[src/core/icmf_pkg.sv]
// package for the image metadata framer: register map, record ids, carriers
// assumes a 32-bit APB master and one 50 MHz clock domain
package icmf_pkg;
  // ----------------------------------------------------------------
  // register offsets (byte addresses)
  // ----------------------------------------------------------------
  localparam logic [7:0] ADDR_CTRL = 8'h00;     // attach on, acquisition status
  localparam logic [7:0] ADDR_PICK = 8'h04;     // record type selector
  localparam logic [7:0] ADDR_INCL = 8'h08;     // include flag of selected record
  localparam logic [7:0] ADDR_GAINP = 8'h0C;    // gain channel pick
  localparam logic [7:0] ADDR_BLKP = 8'h10;     // black level channel pick
  localparam logic [7:0] ADDR_STAT = 8'h14;     // sticky event status, read only
  localparam logic [7:0] ADDR_CLR = 8'h18;      // write one to clear status
  localparam logic [7:0] ADDR_IEN = 8'h1C;      // interrupt enable
  localparam logic [7:0] ADDR_CRC = 8'h20;      // last frame check value
  localparam logic [7:0] ADDR_FNUM = 8'h24;     // last frame number
  // ----------------------------------------------------------------
  // field positions and reset values
  // ----------------------------------------------------------------
  localparam int CTRL_ATTACH_BIT = 0;
  localparam int CTRL_ACQ_BIT = 1;
  localparam logic [15:0] INCL_RESET = 16'h0003; // image and check always on
  localparam int STAT_FRAME_BIT = 0;             // a frame finished
  localparam int STAT_FROZEN_BIT = 1;            // include write refused
  localparam int STAT_OVR_BIT = 2;               // serial overrun seen
  localparam int NUM_REC = 15;
  localparam int NUM_EVT = 3;
  localparam logic [31:0] CRC_POLY = 32'h04C1_1DB7;
  localparam logic [31:0] CRC_INIT = 32'hFFFF_FFFF;
  localparam int SER_BYTES = 4;

  // record order on the link and in the selector
  typedef enum logic [3:0] {
    REC_IMAGE, REC_CHECK, REC_FNUM, REC_LEFT, REC_TOP, REC_SPANX, REC_SPANY,
    REC_SHUTTER, REC_GAIN, REC_BLACK, REC_PIXEL, REC_TIME, REC_STEP,
    REC_SERIAL, REC_LINES
  } icmf_rec_type;

  // pixel layouts
  typedef enum logic [3:0] {
    PIX_MONO8, PIX_MONO12P, PIX_MONO16, PIX_RGB8P, PIX_YUV422P,
    PIX_BGR8, PIX_BRG8, PIX_BGB8, PIX_BBG8, PIX_YCBCR_CBYCRY
  } icmf_pix_type;

  // metadata describing one frame, captured at its start
  typedef struct packed {
    logic [31:0] frame_num;
    logic [15:0] left;
    logic [15:0] top;
    logic [15:0] span_x;
    logic [15:0] span_y;
    logic [31:0] shutter;
    logic [31:0] gain_all;
    logic [31:0] gain_r;
    logic [31:0] gain_g;
    logic [31:0] gain_b;
    logic [31:0] black;
    icmf_pix_type pix;
    logic [63:0] tstamp;
    logic [7:0] step;
    logic [31:0] serial_data;
    logic [7:0] serial_len;
    logic serial_ovr;
  } icmf_meta_type;

  // one stream beat
  typedef struct packed {
    logic [31:0] data;
    logic [3:0] tag;
    logic last;
  } icmf_beat_type;
endpackage

[src/core/icmf_framer.sv]
// framer top: passes image words, appends check and metadata records
// assumes one clock, an image stream in, a ready-driven link out
//
// Added by the designer: the placing of the registers and the APB slave port.
`timescale 1ns/1ps
module icmf_framer (
  // clock and reset
  input wire logic CLK_IN,
  input wire logic RESET_N_IN,
  // apb slave
  input wire logic PSEL_IN,
  input wire logic PENABLE_IN,
  input wire logic PWRITE_IN,
  input wire logic [7:0] PADDR_IN,
  input wire logic [31:0] PWDATA_IN,
  output logic [31:0] PRDATA_OUT,
  output logic PREADY_OUT,
  output logic PSLVERR_OUT,
  // acquisition and frame metadata from the pipeline
  input wire logic ACQ_RUN_IN,
  input wire logic FRAME_START_IN,
  input wire logic EXPOSURE_END_IN,
  input wire logic [7:0] LINE_STATE_IN,
  input wire icmf_pkg::icmf_meta_type META_IN,
  // image stream in
  input wire logic PIX_VALID_IN,
  input wire logic [31:0] PIX_DATA_IN,
  input wire logic PIX_LAST_IN,
  output logic PIX_READY_OUT,
  // framed payload out
  output logic OUT_VALID_OUT,
  output icmf_pkg::icmf_beat_type OUT_BEAT_OUT,
  input wire logic OUT_READY_IN,
  // interrupt
  output logic IRQ_OUT
);
  // ----------------------------------------------------------------
  // pin synchronisers
  // ----------------------------------------------------------------
  logic [7:0] line_s1_r;  // first stage, read only by second
  logic [7:0] line_s2_r;  // synchronised line states

  always_ff @(posedge CLK_IN or negedge RESET_N_IN) begin
    if (!RESET_N_IN) begin
      line_s1_r <= 8'h00;
      line_s2_r <= 8'h00;
    end else begin
      line_s1_r <= LINE_STATE_IN;
      line_s2_r <= line_s1_r;
    end
  end

  // ----------------------------------------------------------------
  // crc function
  // ----------------------------------------------------------------
  function automatic logic [31:0] crc_word(input logic [31:0] c, input logic [31:0] d);
    logic [31:0] r;
    r = c;
    for (int i = 31; i >= 0; i--) begin
      r = {r[30:0], 1'b0} ^ ((r[31] ^ d[i]) ? icmf_pkg::CRC_POLY : 32'h0000_0000);
    end
    return r;
  endfunction

  // ----------------------------------------------------------------
  // register file
  // ----------------------------------------------------------------
  logic attach_on_r;               // metadata_attach_on
  logic [3:0] pick_r;              // record_type_pick
  logic [14:0] incl_r;             // record_include_flag per record
  logic [1:0] gain_pick_r;         // gain_channel_pick
  logic offset_pick_r;             // offset_level_channel_pick
  logic [2:0] stat_r;              // sticky events
  logic [2:0] ien_r;               // interrupt enables
  logic [31:0] crc_last_r;         // check of last frame
  logic [31:0] fnum_last_r;        // number of last frame
  logic [31:0] prdata_r;           // read data

  wire wr_en = PSEL_IN && PENABLE_IN && PWRITE_IN;
  // read data is captured in the setup cycle so that it stands at the access edge
  wire rd_setup = PSEL_IN && !PENABLE_IN && !PWRITE_IN;
  wire hit_ctrl = PADDR_IN == icmf_pkg::ADDR_CTRL;
  wire hit_pick = PADDR_IN == icmf_pkg::ADDR_PICK;
  wire hit_incl = PADDR_IN == icmf_pkg::ADDR_INCL;
  wire hit_gainp = PADDR_IN == icmf_pkg::ADDR_GAINP;
  wire hit_blkp = PADDR_IN == icmf_pkg::ADDR_BLKP;
  wire hit_stat = PADDR_IN == icmf_pkg::ADDR_STAT;
  wire hit_clr = PADDR_IN == icmf_pkg::ADDR_CLR;
  wire hit_ien = PADDR_IN == icmf_pkg::ADDR_IEN;
  wire hit_crc = PADDR_IN == icmf_pkg::ADDR_CRC;
  wire hit_fnum = PADDR_IN == icmf_pkg::ADDR_FNUM;
  wire hit_any = hit_ctrl | hit_pick | hit_incl | hit_gainp | hit_blkp | hit_stat |
                 hit_clr | hit_ien | hit_crc | hit_fnum;
  // include writes are dropped while acquisition runs
  wire incl_wr = wr_en && hit_incl && !ACQ_RUN_IN;
  wire incl_refused = wr_en && hit_incl && ACQ_RUN_IN;
  wire pick_ok = pick_r < 4'(icmf_pkg::NUM_REC);

  // next include vector: image and check bits forced on
  logic [14:0] incl_nxt;
  always_comb begin
    incl_nxt = incl_r;
    if (incl_wr && pick_ok) begin
      incl_nxt[pick_r] = PWDATA_IN[0];
    end
    incl_nxt[icmf_pkg::REC_IMAGE] = 1'b1;
    incl_nxt[icmf_pkg::REC_CHECK] = 1'b1;
  end

  // read mux
  wire [31:0] rd_mux =
    hit_ctrl ? {30'h0, ACQ_RUN_IN, attach_on_r} :
    hit_pick ? {28'h0, pick_r} :
    hit_incl ? {31'h0, pick_ok & incl_r[pick_r]} :
    hit_gainp ? {30'h0, gain_pick_r} :
    hit_blkp ? {31'h0, offset_pick_r} :
    hit_stat ? {29'h0, stat_r} :
    hit_ien ? {29'h0, ien_r} :
    hit_crc ? crc_last_r :
    hit_fnum ? fnum_last_r : 32'h0000_0000;

  // event pulses
  logic frame_done;
  wire [2:0] evt_set = {META_IN.serial_ovr & FRAME_START_IN, incl_refused, frame_done};
  wire [2:0] evt_clr = (wr_en && hit_clr) ? PWDATA_IN[2:0] : 3'h0;

  // control registers
  always_ff @(posedge CLK_IN or negedge RESET_N_IN) begin
    if (!RESET_N_IN) begin
      attach_on_r <= 1'b0;
      pick_r <= 4'h0;
      incl_r <= icmf_pkg::INCL_RESET[14:0];
      gain_pick_r <= 2'h0;
      offset_pick_r <= 1'b0;
      ien_r <= 3'h0;
      stat_r <= 3'h0;
      prdata_r <= 32'h0000_0000;
    end else begin
      if (wr_en && hit_ctrl && !ACQ_RUN_IN) attach_on_r <= PWDATA_IN[0];
      if (wr_en && hit_pick) pick_r <= PWDATA_IN[3:0];
      if (wr_en && hit_gainp) gain_pick_r <= PWDATA_IN[1:0];
      if (wr_en && hit_blkp) offset_pick_r <= PWDATA_IN[0];
      if (wr_en && hit_ien) ien_r <= PWDATA_IN[2:0];
      incl_r <= incl_nxt;
      // set wins over clear
      stat_r <= (stat_r & ~evt_clr) | evt_set;
      // zero wait states: the access edge must already see the word
      if (rd_setup) prdata_r <= rd_mux;
    end
  end

  assign PRDATA_OUT = prdata_r;
  assign PREADY_OUT = 1'b1;
  assign PSLVERR_OUT = PSEL_IN && PENABLE_IN && !hit_any;
  assign IRQ_OUT = |(stat_r & ien_r);

  // ----------------------------------------------------------------
  // per frame capture
  // ----------------------------------------------------------------
  icmf_pkg::icmf_meta_type meta_r;   // metadata of frame in flight
  logic [7:0] lines_r;               // line snapshot at exposure end
  logic [14:0] incl_frame_r;         // include set of frame in flight
  logic attach_frame_r;              // attach setting of frame in flight

  always_ff @(posedge CLK_IN or negedge RESET_N_IN) begin
    if (!RESET_N_IN) begin
      meta_r <= '0;
      lines_r <= 8'h00;
      incl_frame_r <= icmf_pkg::INCL_RESET[14:0];
      attach_frame_r <= 1'b0;
    end else begin
      if (FRAME_START_IN) begin
        meta_r <= META_IN;
        incl_frame_r <= incl_r;
        attach_frame_r <= attach_on_r;
      end
      if (EXPOSURE_END_IN) lines_r <= line_s2_r;
    end
  end

  // ----------------------------------------------------------------
  // framing state machine
  // ----------------------------------------------------------------
  typedef enum {ST_IMAGE, ST_REC} icmf_state_type;
  icmf_state_type state_r;
  logic [3:0] rec_r;     // record being sent
  logic [1:0] sub_r;     // word within multiword record
  logic [31:0] crc_r;

  // last word index per record and record payload
  function automatic logic [1:0] rec_words(input logic [3:0] r);
    return (r == 4'(icmf_pkg::REC_TIME) || r == 4'(icmf_pkg::REC_SERIAL)) ? 2'd1 : 2'd0;
  endfunction

  // next enabled record after r, 15 when none
  function automatic logic [3:0] next_rec(input logic [3:0] r, input logic [14:0] en,
                                          input logic att);
    logic [3:0] n;
    n = 4'hF;
    for (int i = 14; i >= 1; i--) begin
      if (4'(i) > r && en[i] && (att || i == 1)) n = 4'(i);
    end
    return n;
  endfunction

  wire [31:0] gain_sel = gain_pick_r == 2'd0 ? meta_r.gain_all :
                         gain_pick_r == 2'd1 ? meta_r.gain_r :
                         gain_pick_r == 2'd2 ? meta_r.gain_g : meta_r.gain_b;

  logic [31:0] rec_data;
  always_comb begin
    rec_data = 32'h0000_0000;
    unique case (rec_r)
      4'(icmf_pkg::REC_CHECK): rec_data = crc_r;
      4'(icmf_pkg::REC_FNUM): rec_data = meta_r.frame_num;
      4'(icmf_pkg::REC_LEFT): rec_data = {16'h0, meta_r.left};
      4'(icmf_pkg::REC_TOP): rec_data = {16'h0, meta_r.top};
      4'(icmf_pkg::REC_SPANX): rec_data = {16'h0, meta_r.span_x};
      4'(icmf_pkg::REC_SPANY): rec_data = {16'h0, meta_r.span_y};
      4'(icmf_pkg::REC_SHUTTER): rec_data = meta_r.shutter;
      4'(icmf_pkg::REC_GAIN): rec_data = gain_sel;
      4'(icmf_pkg::REC_BLACK): rec_data = meta_r.black;
      4'(icmf_pkg::REC_PIXEL): rec_data = {28'h0, meta_r.pix};
      4'(icmf_pkg::REC_TIME): rec_data = sub_r[0] ? meta_r.tstamp[63:32]
                                                 : meta_r.tstamp[31:0];
      4'(icmf_pkg::REC_STEP): rec_data = {24'h0, meta_r.step};
      4'(icmf_pkg::REC_SERIAL): rec_data = sub_r[0] ? meta_r.serial_data
          : {23'h0, meta_r.serial_ovr, meta_r.serial_len};
      4'(icmf_pkg::REC_LINES): rec_data = {24'h0, lines_r};
      default: rec_data = 32'h0000_0000;
    endcase
  end

  icmf_pkg::icmf_beat_type beat_r;
  logic valid_r;
  wire out_free = !valid_r || OUT_READY_IN;
  assign PIX_READY_OUT = (state_r == ST_IMAGE) && out_free;
  wire pix_take = PIX_VALID_IN && PIX_READY_OUT;
  wire rec_fire = (state_r == ST_REC) && out_free;
  wire rec_end = sub_r == rec_words(rec_r);
  wire [3:0] rec_after = next_rec(rec_r, incl_frame_r, attach_frame_r);
  assign frame_done = rec_fire && rec_end && rec_after == 4'hF;

  // sequence: image words, check record, then enabled records in order
  always_ff @(posedge CLK_IN or negedge RESET_N_IN) begin
    if (!RESET_N_IN) begin
      state_r <= ST_IMAGE;
      rec_r <= 4'h0;
      sub_r <= 2'h0;
      crc_r <= icmf_pkg::CRC_INIT;
      valid_r <= 1'b0;
      beat_r <= '0;
      crc_last_r <= 32'h0000_0000;
      fnum_last_r <= 32'h0000_0000;
    end else begin
      if (OUT_READY_IN) valid_r <= 1'b0;
      unique case (state_r)
        ST_IMAGE: begin
          if (pix_take) begin
            valid_r <= 1'b1;
            beat_r <= '{data: PIX_DATA_IN, tag: 4'(icmf_pkg::REC_IMAGE), last: 1'b0};
            crc_r <= crc_word(crc_r, PIX_DATA_IN);
            if (PIX_LAST_IN) begin
              state_r <= ST_REC;
              rec_r <= 4'(icmf_pkg::REC_CHECK);
              sub_r <= 2'h0;
            end
          end
        end
        ST_REC: begin
          if (rec_fire) begin
            valid_r <= 1'b1;
            beat_r <= '{data: rec_data, tag: rec_r, last: rec_end && rec_after == 4'hF};
            if (!rec_end) begin
              sub_r <= sub_r + 2'd1;
            end else if (rec_after != 4'hF) begin
              rec_r <= rec_after;
              sub_r <= 2'h0;
            end else begin
              state_r <= ST_IMAGE;
              crc_last_r <= crc_r;
              fnum_last_r <= meta_r.frame_num;
              crc_r <= icmf_pkg::CRC_INIT;
            end
          end
        end
      endcase
    end
  end

  assign OUT_VALID_OUT = valid_r;
  assign OUT_BEAT_OUT = beat_r;

  // ----------------------------------------------------------------
  // assertions
  // ----------------------------------------------------------------
  // include and attach flags: fixed records, freezing and selector writes
  a_image_forced: assert property (@(posedge CLK_IN) disable iff (!RESET_N_IN)
    incl_r[1:0] == 2'b11) else $error("image or check flag cleared");
  a_frozen_incl: assert property (@(posedge CLK_IN) disable iff (!RESET_N_IN)
    ACQ_RUN_IN && wr_en && hit_incl |=> $stable(incl_r))
    else $error("include changed during acquisition");
  a_attach_frozen: assert property (@(posedge CLK_IN) disable iff (!RESET_N_IN)
    ACQ_RUN_IN |=> $stable(attach_on_r)) else $error("attach changed during acquisition");
  a_incl_write: assert property (@(posedge CLK_IN) disable iff (!RESET_N_IN)
    incl_wr && pick_r > 4'd1 && pick_r < 4'd15 |=> incl_r[$past(pick_r)] == $past(PWDATA_IN[0]))
    else $error("include write lost");

  // record sequence on the link
  a_no_attach: assert property (@(posedge CLK_IN) disable iff (!RESET_N_IN)
    valid_r && !attach_frame_r |-> beat_r.tag <= 4'd1)
    else $error("record sent with attach off");
  a_check_first: assert property (@(posedge CLK_IN) disable iff (!RESET_N_IN)
    pix_take && PIX_LAST_IN |=> state_r == ST_REC && rec_r == 4'd1)
    else $error("check record not next");
  a_rec_order: assert property (@(posedge CLK_IN) disable iff (!RESET_N_IN)
    rec_fire && rec_end && rec_after != 4'hF |=> rec_r > $past(rec_r))
    else $error("records out of order");
  // the final beat carries last and raises the frame event at once
  a_last_done: assert property (@(posedge CLK_IN) disable iff (!RESET_N_IN)
    frame_done |=> OUT_BEAT_OUT.last && stat_r[icmf_pkg::STAT_FRAME_BIT])
    else $error("frame end not marked");
  // a stalled beat must stand unchanged until the host takes it
  a_stall_hold: assert property (@(posedge CLK_IN) disable iff (!RESET_N_IN)
    valid_r && !OUT_READY_IN |=> valid_r && $stable(beat_r))
    else $error("beat dropped while stalled");

  // per frame capture
  a_meta_latch: assert property (@(posedge CLK_IN) disable iff (!RESET_N_IN)
    FRAME_START_IN |=> meta_r == $past(META_IN)) else $error("metadata not latched");
  a_lines_snap: assert property (@(posedge CLK_IN) disable iff (!RESET_N_IN)
    EXPOSURE_END_IN |=> lines_r == $past(line_s2_r)) else $error("line snapshot lost");

  // interrupt follows an enabled frame event unless the enable is being rewritten
  a_irq_event: assert property (@(posedge CLK_IN) disable iff (!RESET_N_IN)
    frame_done && ien_r[icmf_pkg::STAT_FRAME_BIT] && !(wr_en && hit_ien) |=> IRQ_OUT)
    else $error("interrupt missing after frame");

  // ----------------------------------------------------------------
  // covers
  // ----------------------------------------------------------------
  c_frame_end: cover property (@(posedge CLK_IN) disable iff (!RESET_N_IN) frame_done);
  c_refused: cover property (@(posedge CLK_IN) disable iff (!RESET_N_IN) incl_refused);
  c_stall: cover property (@(posedge CLK_IN) disable iff (!RESET_N_IN)
    valid_r && !OUT_READY_IN);
  // a frame that carried optional records
  c_attach_frame: cover property (@(posedge CLK_IN) disable iff (!RESET_N_IN)
    frame_done && attach_frame_r);
  // the last record of the enumeration went out
  c_lines_rec: cover property (@(posedge CLK_IN) disable iff (!RESET_N_IN)
    rec_fire && rec_r == 4'(icmf_pkg::REC_LINES));
endmodule // icmf_framer

[config.mk]
export PLATFORM = sky130hd
export DESIGN_NAME = icmf_framer
export DESIGN_NICKNAME = d
export VERILOG_FILES = /design/src/core/icmf_pkg.sv /design/src/core/icmf_framer.sv
export SDC_FILE = /design/constraint.sdc
export NUM_CORES = 1
export LEC_CHECK = 0
export BUFFER_PORTS_ARGS = -buffer_cell sky130_fd_sc_hd__buf_4
export CELL_PAD_IN_SITES_DETAIL_PLACEMENT = 1
export CELL_PAD_IN_SITES_GLOBAL_PLACEMENT = 2
export CORE_UTILIZATION = 35
export CTS_BUF_LIST = sky130_fd_sc_hd__clkbuf_2
export CTS_CLUSTER_DIAMETER = 200
export CTS_CLUSTER_SIZE = 8
export DETAILED_ROUTE_END_ITERATION = 8
export PLACE_DENSITY = 0.85
export SLEW_MARGIN = 20
export SYNTH_ARGS = -nofsm -noshare
export SYNTH_HDL_FRONTEND = slang
export SYNTH_SLANG_ARGS = --single-unit
export TNS_END_PERCENT = 5
[constraint.sdc]
create_clock -name CLK_IN -period 3.8 [get_ports CLK_IN]
set_input_delay 0.38 -clock CLK_IN [delete_from_list [all_inputs] [get_ports CLK_IN]]
set_output_delay 0.38 -clock CLK_IN [all_outputs]
set_load 0.005 [all_outputs]
==> results of run 1 <==
==> logic make-up after synthesis <==
kind of cell	synth area share, %
compound gates	8.37
xor+xnor	10.3
fa+ha+maj	0.0325
buf+inv	1.89
flops	52.3
mux	22.6
other cells	0.0122
simple gates	4.43
==> metrics by stage <==
stage | setup slack [ns] | hold WS [ns] | instance area, um2
after floorplan | 0.0501 | 0.0844 | 30800
after global placement | -0.00506 | 0.334 | 37700
after detailed placement | -0.0375 | 0.342 | 37700
==> impl_metrics.env, run 1 <==
export IMPL_die_w_um=299
export IMPL_root_buffer="clkbuf_2"
export IMPL_synth_area_mm2=0.0308
export IMPL_async_flop_share_pct=100
export IMPL_synth_distinct_cells=65
export IMPL_die_h_um=299
export IMPL_synth_main_ff_cell="dfrtp_1"
export IMPL_synthTopCellsByCount="dfrtp_1 (611), mux2_2 (539), nand2_1 (153), xnor2_1 (142), clkbuf_1 (126)"
export IMPL_stop_stage="clock tree synthesis"
export IMPL_firstError="[ERROR RSZ-0060] Max buffer count reached."
export IMPL_synth_warnings=0
export IMPL_status="stopped before the end"
export IMPL_netlist_area_leader_share_pct=49.6
export IMPL_globalplace_congestion=0.944
export IMPL_synth_area_leaders="dfrtp_1 (50%), mux2_2 (20%), xnor2_1 (4.0%)"
export IMPL_ys_ff_latch=643
export IMPL_rows=108
export IMPL_initial_core_util_pct=35.4
export IMPL_io_pins=570
export IMPL_synth_edf_count=0
export IMPL_cts_resized=14
export IMPL_clock_path_buffers=3
export IMPL_synth_most_common_cell="dfrtp_1"
export IMPL_place_inst=4096
export IMPL_dp_hpwl_um=92800
export IMPL_clkSinkCount=643
export IMPL_yosys_area_top_type="dfrtp_1"
export IMPL_netlist_instances=2331
export IMPL_h_tree_depth=3
export IMPL_syn_area_per_cell_um2=13.2
export IMPL_post_cts_buffers=13
export IMPL_portBuffers=540
export IMPL_syn_nets=2827
export IMPL_postCtsHoldBufs=853
export IMPL_cts_inserted_buffers=90
export IMPL_synth_seq_area_share_pct=52.3
==> run 2: changes to the inputs <==
==> config.mk (replaced) <==
export PLATFORM = sky130hd
export DESIGN_NAME = icmf_framer
export DESIGN_NICKNAME = d
export VERILOG_FILES = /design/src/core/icmf_pkg.sv /design/src/core/icmf_framer.sv
export SDC_FILE = /design/constraint.sdc
export NUM_CORES = 1
export LEC_CHECK = 0
export BUFFER_PORTS_ARGS = -buffer_cell sky130_fd_sc_hd__buf_4
export CORE_UTILIZATION = 40
export DETAILED_ROUTE_END_ITERATION = 8
export PLACE_DENSITY_LB_ADDON = 0.15
export SLEW_MARGIN = 20
export SYNTH_ARGS = -nofsm -noshare
export SYNTH_HDL_FRONTEND = slang
export SYNTH_SLANG_ARGS = --single-unit
export TNS_END_PERCENT = 5
==> constraint.sdc (replaced) <==
create_clock -name CLK_IN -period 4.9 [get_ports CLK_IN]
set_input_delay 0.49 -clock CLK_IN [delete_from_list [all_inputs] [get_ports CLK_IN]]
set_output_delay 0.49 -clock CLK_IN [all_outputs]
set_load 0.005 [all_outputs]
==> run 2 against run 1 <==
Net effect: the run now ends clean; synthesized cell count unchanged; area after synthesis unchanged.
==> impl_metrics.env, run 2 <==
export IMPL_die_w_um=280
export IMPL_syn_nets=2827
export IMPL_drc=0
export IMPL_holdCritStartpoint="META_IN[168]"
export IMPL_layout_commonest_cell="dfrtp_1"
export IMPL_crit_path_end_kind="flop"
export IMPL_num_vias=21800
export IMPL_grt_total_usage_pct=27.6
export IMPL_cts_resized=0
export IMPL_netlist_area_leader_share_pct=49.6
export IMPL_io_pins=570
export IMPL_grt_pass1_vias=22800
export IMPL_root_buffer="clkbuf_16"
export IMPL_slew_violations=0
export IMPL_globalplace_congestion=0.913
export IMPL_maxCapViolations=0
export IMPL_routed_wirelength_um=108000
export IMPL_clk_latency_ns=0.64
export IMPL_portBuffers=540
export IMPL_drt_initial_drc_count=1968
export IMPL_r2r_start="crc_r[26]$_DFFE_PN1P_"
export IMPL_cp_common_cell="xor2_1"
export IMPL_status="finished clean"
export IMPL_max_slew_margin_pct=28.2
export IMPL_synth_area_leaders="dfrtp_1 (50%), mux2_2 (20%), xnor2_1 (4.0%)"
export IMPL_regMostFlops="meta_r"
export IMPL_period_share_pct=88.6
export IMPL_hold_violations=0
export IMPL_cp_slowest_cell="xnor2_1"
export IMPL_rrSetupSlack_ns=0.56
export IMPL_netlist_instances=2331
export IMPL_synthTopCellsByCount="dfrtp_1 (611), mux2_2 (539), nand2_1 (153), xnor2_1 (142), clkbuf_1 (126)"
export IMPL_synth_most_common_cell="dfrtp_1"
export IMPL_crit_buf_inv=0
export IMPL_wl_per_cell_um=27.2
export IMPL_cts_inserted_buffers=74
export IMPL_async_flop_share_pct=100
export IMPL_finalClockSkew_ns=0.0317
export IMPL_holdWs_ns=0.0768
export IMPL_dp_hpwl_um=81700
export IMPL_grt_first_pass_wirelength_um=157000
export IMPL_fmax_mhz=230
export IMPL_regArea_mm2=0.0161
export IMPL_ant_nets=0
export IMPL_ys_ff_latch=643
export IMPL_post_cts_buffers=0
export IMPL_yosys_area_top_type="dfrtp_1"
export IMPL_setup_viol=0
export IMPL_synth_warnings=0
export IMPL_core_area_mm2=0.0761
export IMPL_rsz0062_at_grt="no"
export IMPL_largest_reg_flops=405
export IMPL_antenna_found_initial=33
export IMPL_initial_core_util_pct=40.5
export IMPL_crit_chain="xnor2_4, xor2_1, xnor3_1, xor2_1, xnor2_1, xnor2_1, xor2_1, xnor3_1, a21oi_1"
export IMPL_syn_area_per_cell_um2=13.2
export IMPL_nets=3355
export IMPL_period_needed_ns=4.34
export IMPL_setup_tns_ns=0
export IMPL_grt_overflow=0
export IMPL_final_cell_mix="dfrtp_1 (608), buf_4 (579), mux2_2 (539)"
export IMPL_clock_path_buffers=3
export IMPL_arrival_ns=4.90
export IMPL_synth_edf_count=0
export IMPL_cp_startpoint="crc_r[26]$_DFFE_PN1P_"
export IMPL_clkSinkCount=643
export IMPL_cts_tree="yes"
export IMPL_cp_required_ns=5.45
export IMPL_rows=101
export IMPL_clk_pin_slew_ns=0.06
export IMPL_synth_main_ff_cell="dfrtp_1"
export IMPL_tightest_slew_ns=1.07
export IMPL_cp_max_fo=7
export IMPL_crit_family="XOR/XNOR gates"
export IMPL_critPathMaxStageDelay_ns=0.89
export IMPL_drive_above_1_share_pct=46.2
export IMPL_final_util_pct=50.9
export IMPL_multi_input_area_mm2=0.0142
export IMPL_drt_pass1_iterations=7
export IMPL_synth_seq_area_share_pct=52.3
export IMPL_die_h_um=280
export IMPL_area_growth_pct=25.6
export IMPL_viasPerCell=5.51
export IMPL_die_area_mm2=0.0782
export IMPL_fill_cells=6771
export IMPL_hp_class="in2reg"
export IMPL_grt_max_degree=120
export IMPL_h_tree_depth=3
export IMPL_crit_type="reg2reg"
export IMPL_synth_area_mm2=0.0308
export IMPL_synth_distinct_cells=65
export IMPL_start_kind="flop"
-- run 2: cell counts after synthesis --
Identical to the previous run, type by type.
-- run 2: cells by family (layout without fill, tap and decap cells) --
logic type / Yosys count / count (layout) / synth area share, %
and+or+nand+nor: 310 / 310 / 4.43
buffers and inverters: 153 / 736 / 1.89
adders and majority gates: 1 / 1 / 0.0325
xor gates and xnor gates: 259 / 259 / 10.3
other: 1 / 16 / 0.0122
AOI/OAI and AO/OA: 378 / 378 / 8.37
muxes: 586 / 586 / 22.6
DFF: 643 / 643 / 52.3
-- run 2: final cells by class --
class,instances,share of cell area (%)
antenna,15,0.0970
clock buffer,112,5.52
clock inverter,19,0.747
inverter,8,0.0776
multi-input combinational,1535,36.6
sequential,643,41.7
tap,1030,3.33
timing repair buffer,597,11.9
-- run 2: through the flow --
step	instance area [um2]	instances	worst slack (ns)
after floorplan	30800	2331	1.15
after global placement	36100	3804	0.485
after detailed placement	36200	3804	0.475
after CTS	38700	3944	0.590
after global routing	38700	3957	0.411
final	38700	3959	0.557
-- run 2: worst register-to-register path, cell delays in order, from the launching register on --
cell,delay (ns)
dfstp_2,0.63
xnor2_4,0.22
xor2_1,0.56
xnor3_1,0.66
xor2_1,0.24
xnor2_1,0.89
xnor2_1,0.33
xor2_1,0.32
xnor3_1,0.26
a21oi_1,0.16
-- run 2: layer usage --
layer	share of wire [%]	global-route usage (%)	vias to the layer above	wire, um
li1	-	-	9620	-
met1	44	38.8	11200	47200
met2	46	42.0	740	49200
met3	7.5	6.79	178	8080
met4	3.0	8.42	28	3210
met5	0.17	0	-	183
-- run 2: repair_timing --
item	4_1_cts	5_1_grt
hold buffers	9	0
endpoints found under the hold margin	78	0
endpoints found under the setup margin	0	0
-- run 2: final timing paths --
check	to	cells after the start
max in group asynchronous	meta_r[262]$_DFFE_PN0P_	3
max	crc_r[16]$_DFFE_PN1P_	9
min reg2reg	line_s2_r[7]$_DFF_PN0_	0
min in group asynchronous	meta_r[83]$_DFFE_PN0P_	2
max reg2reg	crc_r[16]$_DFFE_PN1P_	9
min	meta_r[168]$_DFFE_PN0P_	2
Power of run 2 is left out: the tool's default activity adds up to more than one toggle a clock period on the data nets, which glitch-free logic cannot reach.
==> run 3: changes to the inputs <==
--- a/config.mk
+++ b/config.mk
@@ -6,6 +6,7 @@
 export NUM_CORES = 1
 export LEC_CHECK = 0
 export BUFFER_PORTS_ARGS = -buffer_cell sky130_fd_sc_hd__buf_4
+export CORE_ASPECT_RATIO = 0.8
 export CORE_UTILIZATION = 40
 export DETAILED_ROUTE_END_ITERATION = 8
 export PLACE_DENSITY_LB_ADDON = 0.15
==> run 3 against run 2 <==
Net effect: first-iteration DRC count up 7.0%; cell count stayed put; sequential share of layout area fell by 0.078 points; clock skew decreased by 0.0018 ns; utilization rose by 0.29 points; via count rose by 0.47%; sequential cell count stayed put; count of clock-buffer cells in the layout fell by 3; non-clock buffer count is 22 higher; wire length increased by 2.8%; die area about the same; highest routed layer unchanged.
==> impl_metrics.env, run 3 (same netlist as run 2, synthesis figures left out) <==
export IMPL_fill_cells=6635
export IMPL_clock_path_buffers=3
export IMPL_die_area_mm2=0.0782
export IMPL_whs_endpoint="meta_r[323]$_DFFE_PN0P_"
export IMPL_die_h_um=250
export IMPL_regArea_mm2=0.0161
export IMPL_post_cts_buffers=0
export IMPL_rows=90
export IMPL_cp_max_fo=7
export IMPL_multi_input_area_mm2=0.0142
export IMPL_nets=3372
export IMPL_worstReg2RegEnd="crc_r[12]$_DFFE_PN1P_"
export IMPL_crit_type="reg2reg"
export IMPL_rsz0062_at_grt="no"
export IMPL_area_growth_pct=25.8
export IMPL_num_vias=21900
export IMPL_crit_path_end_kind="flop"
export IMPL_hold_violations=0
export IMPL_wl_per_cell_um=28.0
export IMPL_hp_class="in2reg"
export IMPL_clkSinkCount=643
export IMPL_core_area_mm2=0.0758
export IMPL_finalClockSkew_ns=0.0299
export IMPL_grt_max_degree=119
export IMPL_rrSetupSlack_ns=0.61
export IMPL_setup_viol=0
export IMPL_drt_initial_drc_count=2105
export IMPL_drive_above_1_share_pct=46.8
export IMPL_antenna_found_initial=28
export IMPL_final_cell_mix="dfrtp_1 (608), buf_4 (598), mux2_2 (539)"
export IMPL_start_kind="flop"
export IMPL_tightest_slew_ns=1.01
export IMPL_regMostFlops="meta_r"
export IMPL_largest_reg_flops=405
export IMPL_max_slew_margin_pct=32.9
export IMPL_cts_resized=0
export IMPL_initial_core_util_pct=40.7
export IMPL_ant_nets=0
export IMPL_grt_total_usage_pct=28.4
export IMPL_layout_commonest_cell="dfrtp_1"
export IMPL_period_share_pct=87.5
export IMPL_postCtsHoldBufs=9
export IMPL_slew_violations=0
export IMPL_cts_inserted_buffers=69
export IMPL_globalplace_congestion=0.934
export IMPL_r2r_start="crc_r[28]$_DFFE_PN1P_"
export IMPL_drc=0
export IMPL_root_buffer="clkbuf_16"
export IMPL_grt_first_pass_wirelength_um=160000
export IMPL_routed_wirelength_um=111000
export IMPL_cts_tree="yes"
export IMPL_drt_pass1_iterations=9
export IMPL_clk_latency_ns=0.64
export IMPL_setup_tns_ns=0
export IMPL_portBuffers=540
export IMPL_status="finished clean"
export IMPL_arrival_ns=4.86
export IMPL_dp_hpwl_um=83900
export IMPL_holdCritStartpoint="META_IN[323]"
export IMPL_io_pins=570
export IMPL_maxCapViolations=0
export IMPL_die_w_um=312
export IMPL_viasPerCell=5.53
export IMPL_clk_pin_slew_ns=0.06
export IMPL_cp_required_ns=5.47
export IMPL_hold_depth=2
export IMPL_h_tree_depth=3
export IMPL_grt_overflow=0
export IMPL_fmax_mhz=233
export IMPL_period_needed_ns=4.29
export IMPL_r2r_cells=9
export IMPL_grt_pass1_vias=22700
run 3: cell count changes in the layout (fill, tap and decap cells not counted), sizes merged:
cell / change
clkbuf: -3
clkinv: +1
clkinvlp: +1
bufinv: -3
buf: +22
run 3: final cells by class:
cell class	instances	share of cell area, %
tap	1012	3.27
timing repair buffer	619	12.4
sequential	643	41.6
clock inverter	18	0.487
clock buffer	109	5.49
inverter	8	0.0774
antenna	15	0.0968
multi-input combinational	1535	36.6
run 3: routing by layer:
metal	vias to the layer above	share of wire, %	global-route usage [%]
li1	9648	-	-
met1	11300	45	40.0
met2	832	43	40.2
met3	143	11	11.4
met4	20	2.0	7.24
met5	-	0.27	1.66
run 3: critical path, cell delays in order (launching register included):
cell and delay [ns]:
dfstp_2 0.65, xor2_2 0.37, xnor3_1 0.60, xnor3_1 0.47
xor3_2 0.37, xor2_4 0.37, xnor3_2 0.62, xor2_2 0.23
xnor3_1 0.39, a21oi_1 0.16
run 3: metrics by stage:
| stage | hold WS, ns | instance area (um2) | instances | setup WS (ns) | util (%) |
|---|---|---|---|---|---|
| 2_1_floorplan | 0.194 | 30800 | 2331 | 1.15 | - |
| 3_3_place_gp | 0.335 | 36300 | 3808 | 0.668 | 47.9 |
| 3_5_place_dp | 0.335 | 36300 | 3808 | 0.652 | 47.9 |
| 4_1_cts | 0.0370 | 38700 | 3944 | 0.629 | 51.1 |
| 5_1_grt | 0.0438 | 38800 | 3956 | 0.386 | 51.2 |
| 6_report | 0.0766 | 38800 | 3959 | 0.611 | 51.2 |
run 3: worst max-delay path by stage:
stage	from	cells past startpoint	slack, ns	to
after floorplan	crc_r[28]$_DFFE_PN1P_	9	1.15	crc_r[12]$_DFFE_PN1P_
after global placement	PIX_DATA_IN[28]	10	0.67	crc_r[16]$_DFFE_PN1P_
after detailed placement	crc_r[28]$_DFFE_PN1P_	9	0.65	crc_r[16]$_DFFE_PN1P_
after CTS	crc_r[28]$_DFFE_PN1P_	9	0.63	crc_r[12]$_DFFE_PN1P_
after global routing	crc_r[28]$_DFFE_PN1P_	9	0.39	crc_r[23]$_DFFE_PN1P_
final	crc_r[28]$_DFFE_PN1P_	9	0.61	crc_r[12]$_DFFE_PN1P_
Power of run 3 is left out for the same reason.
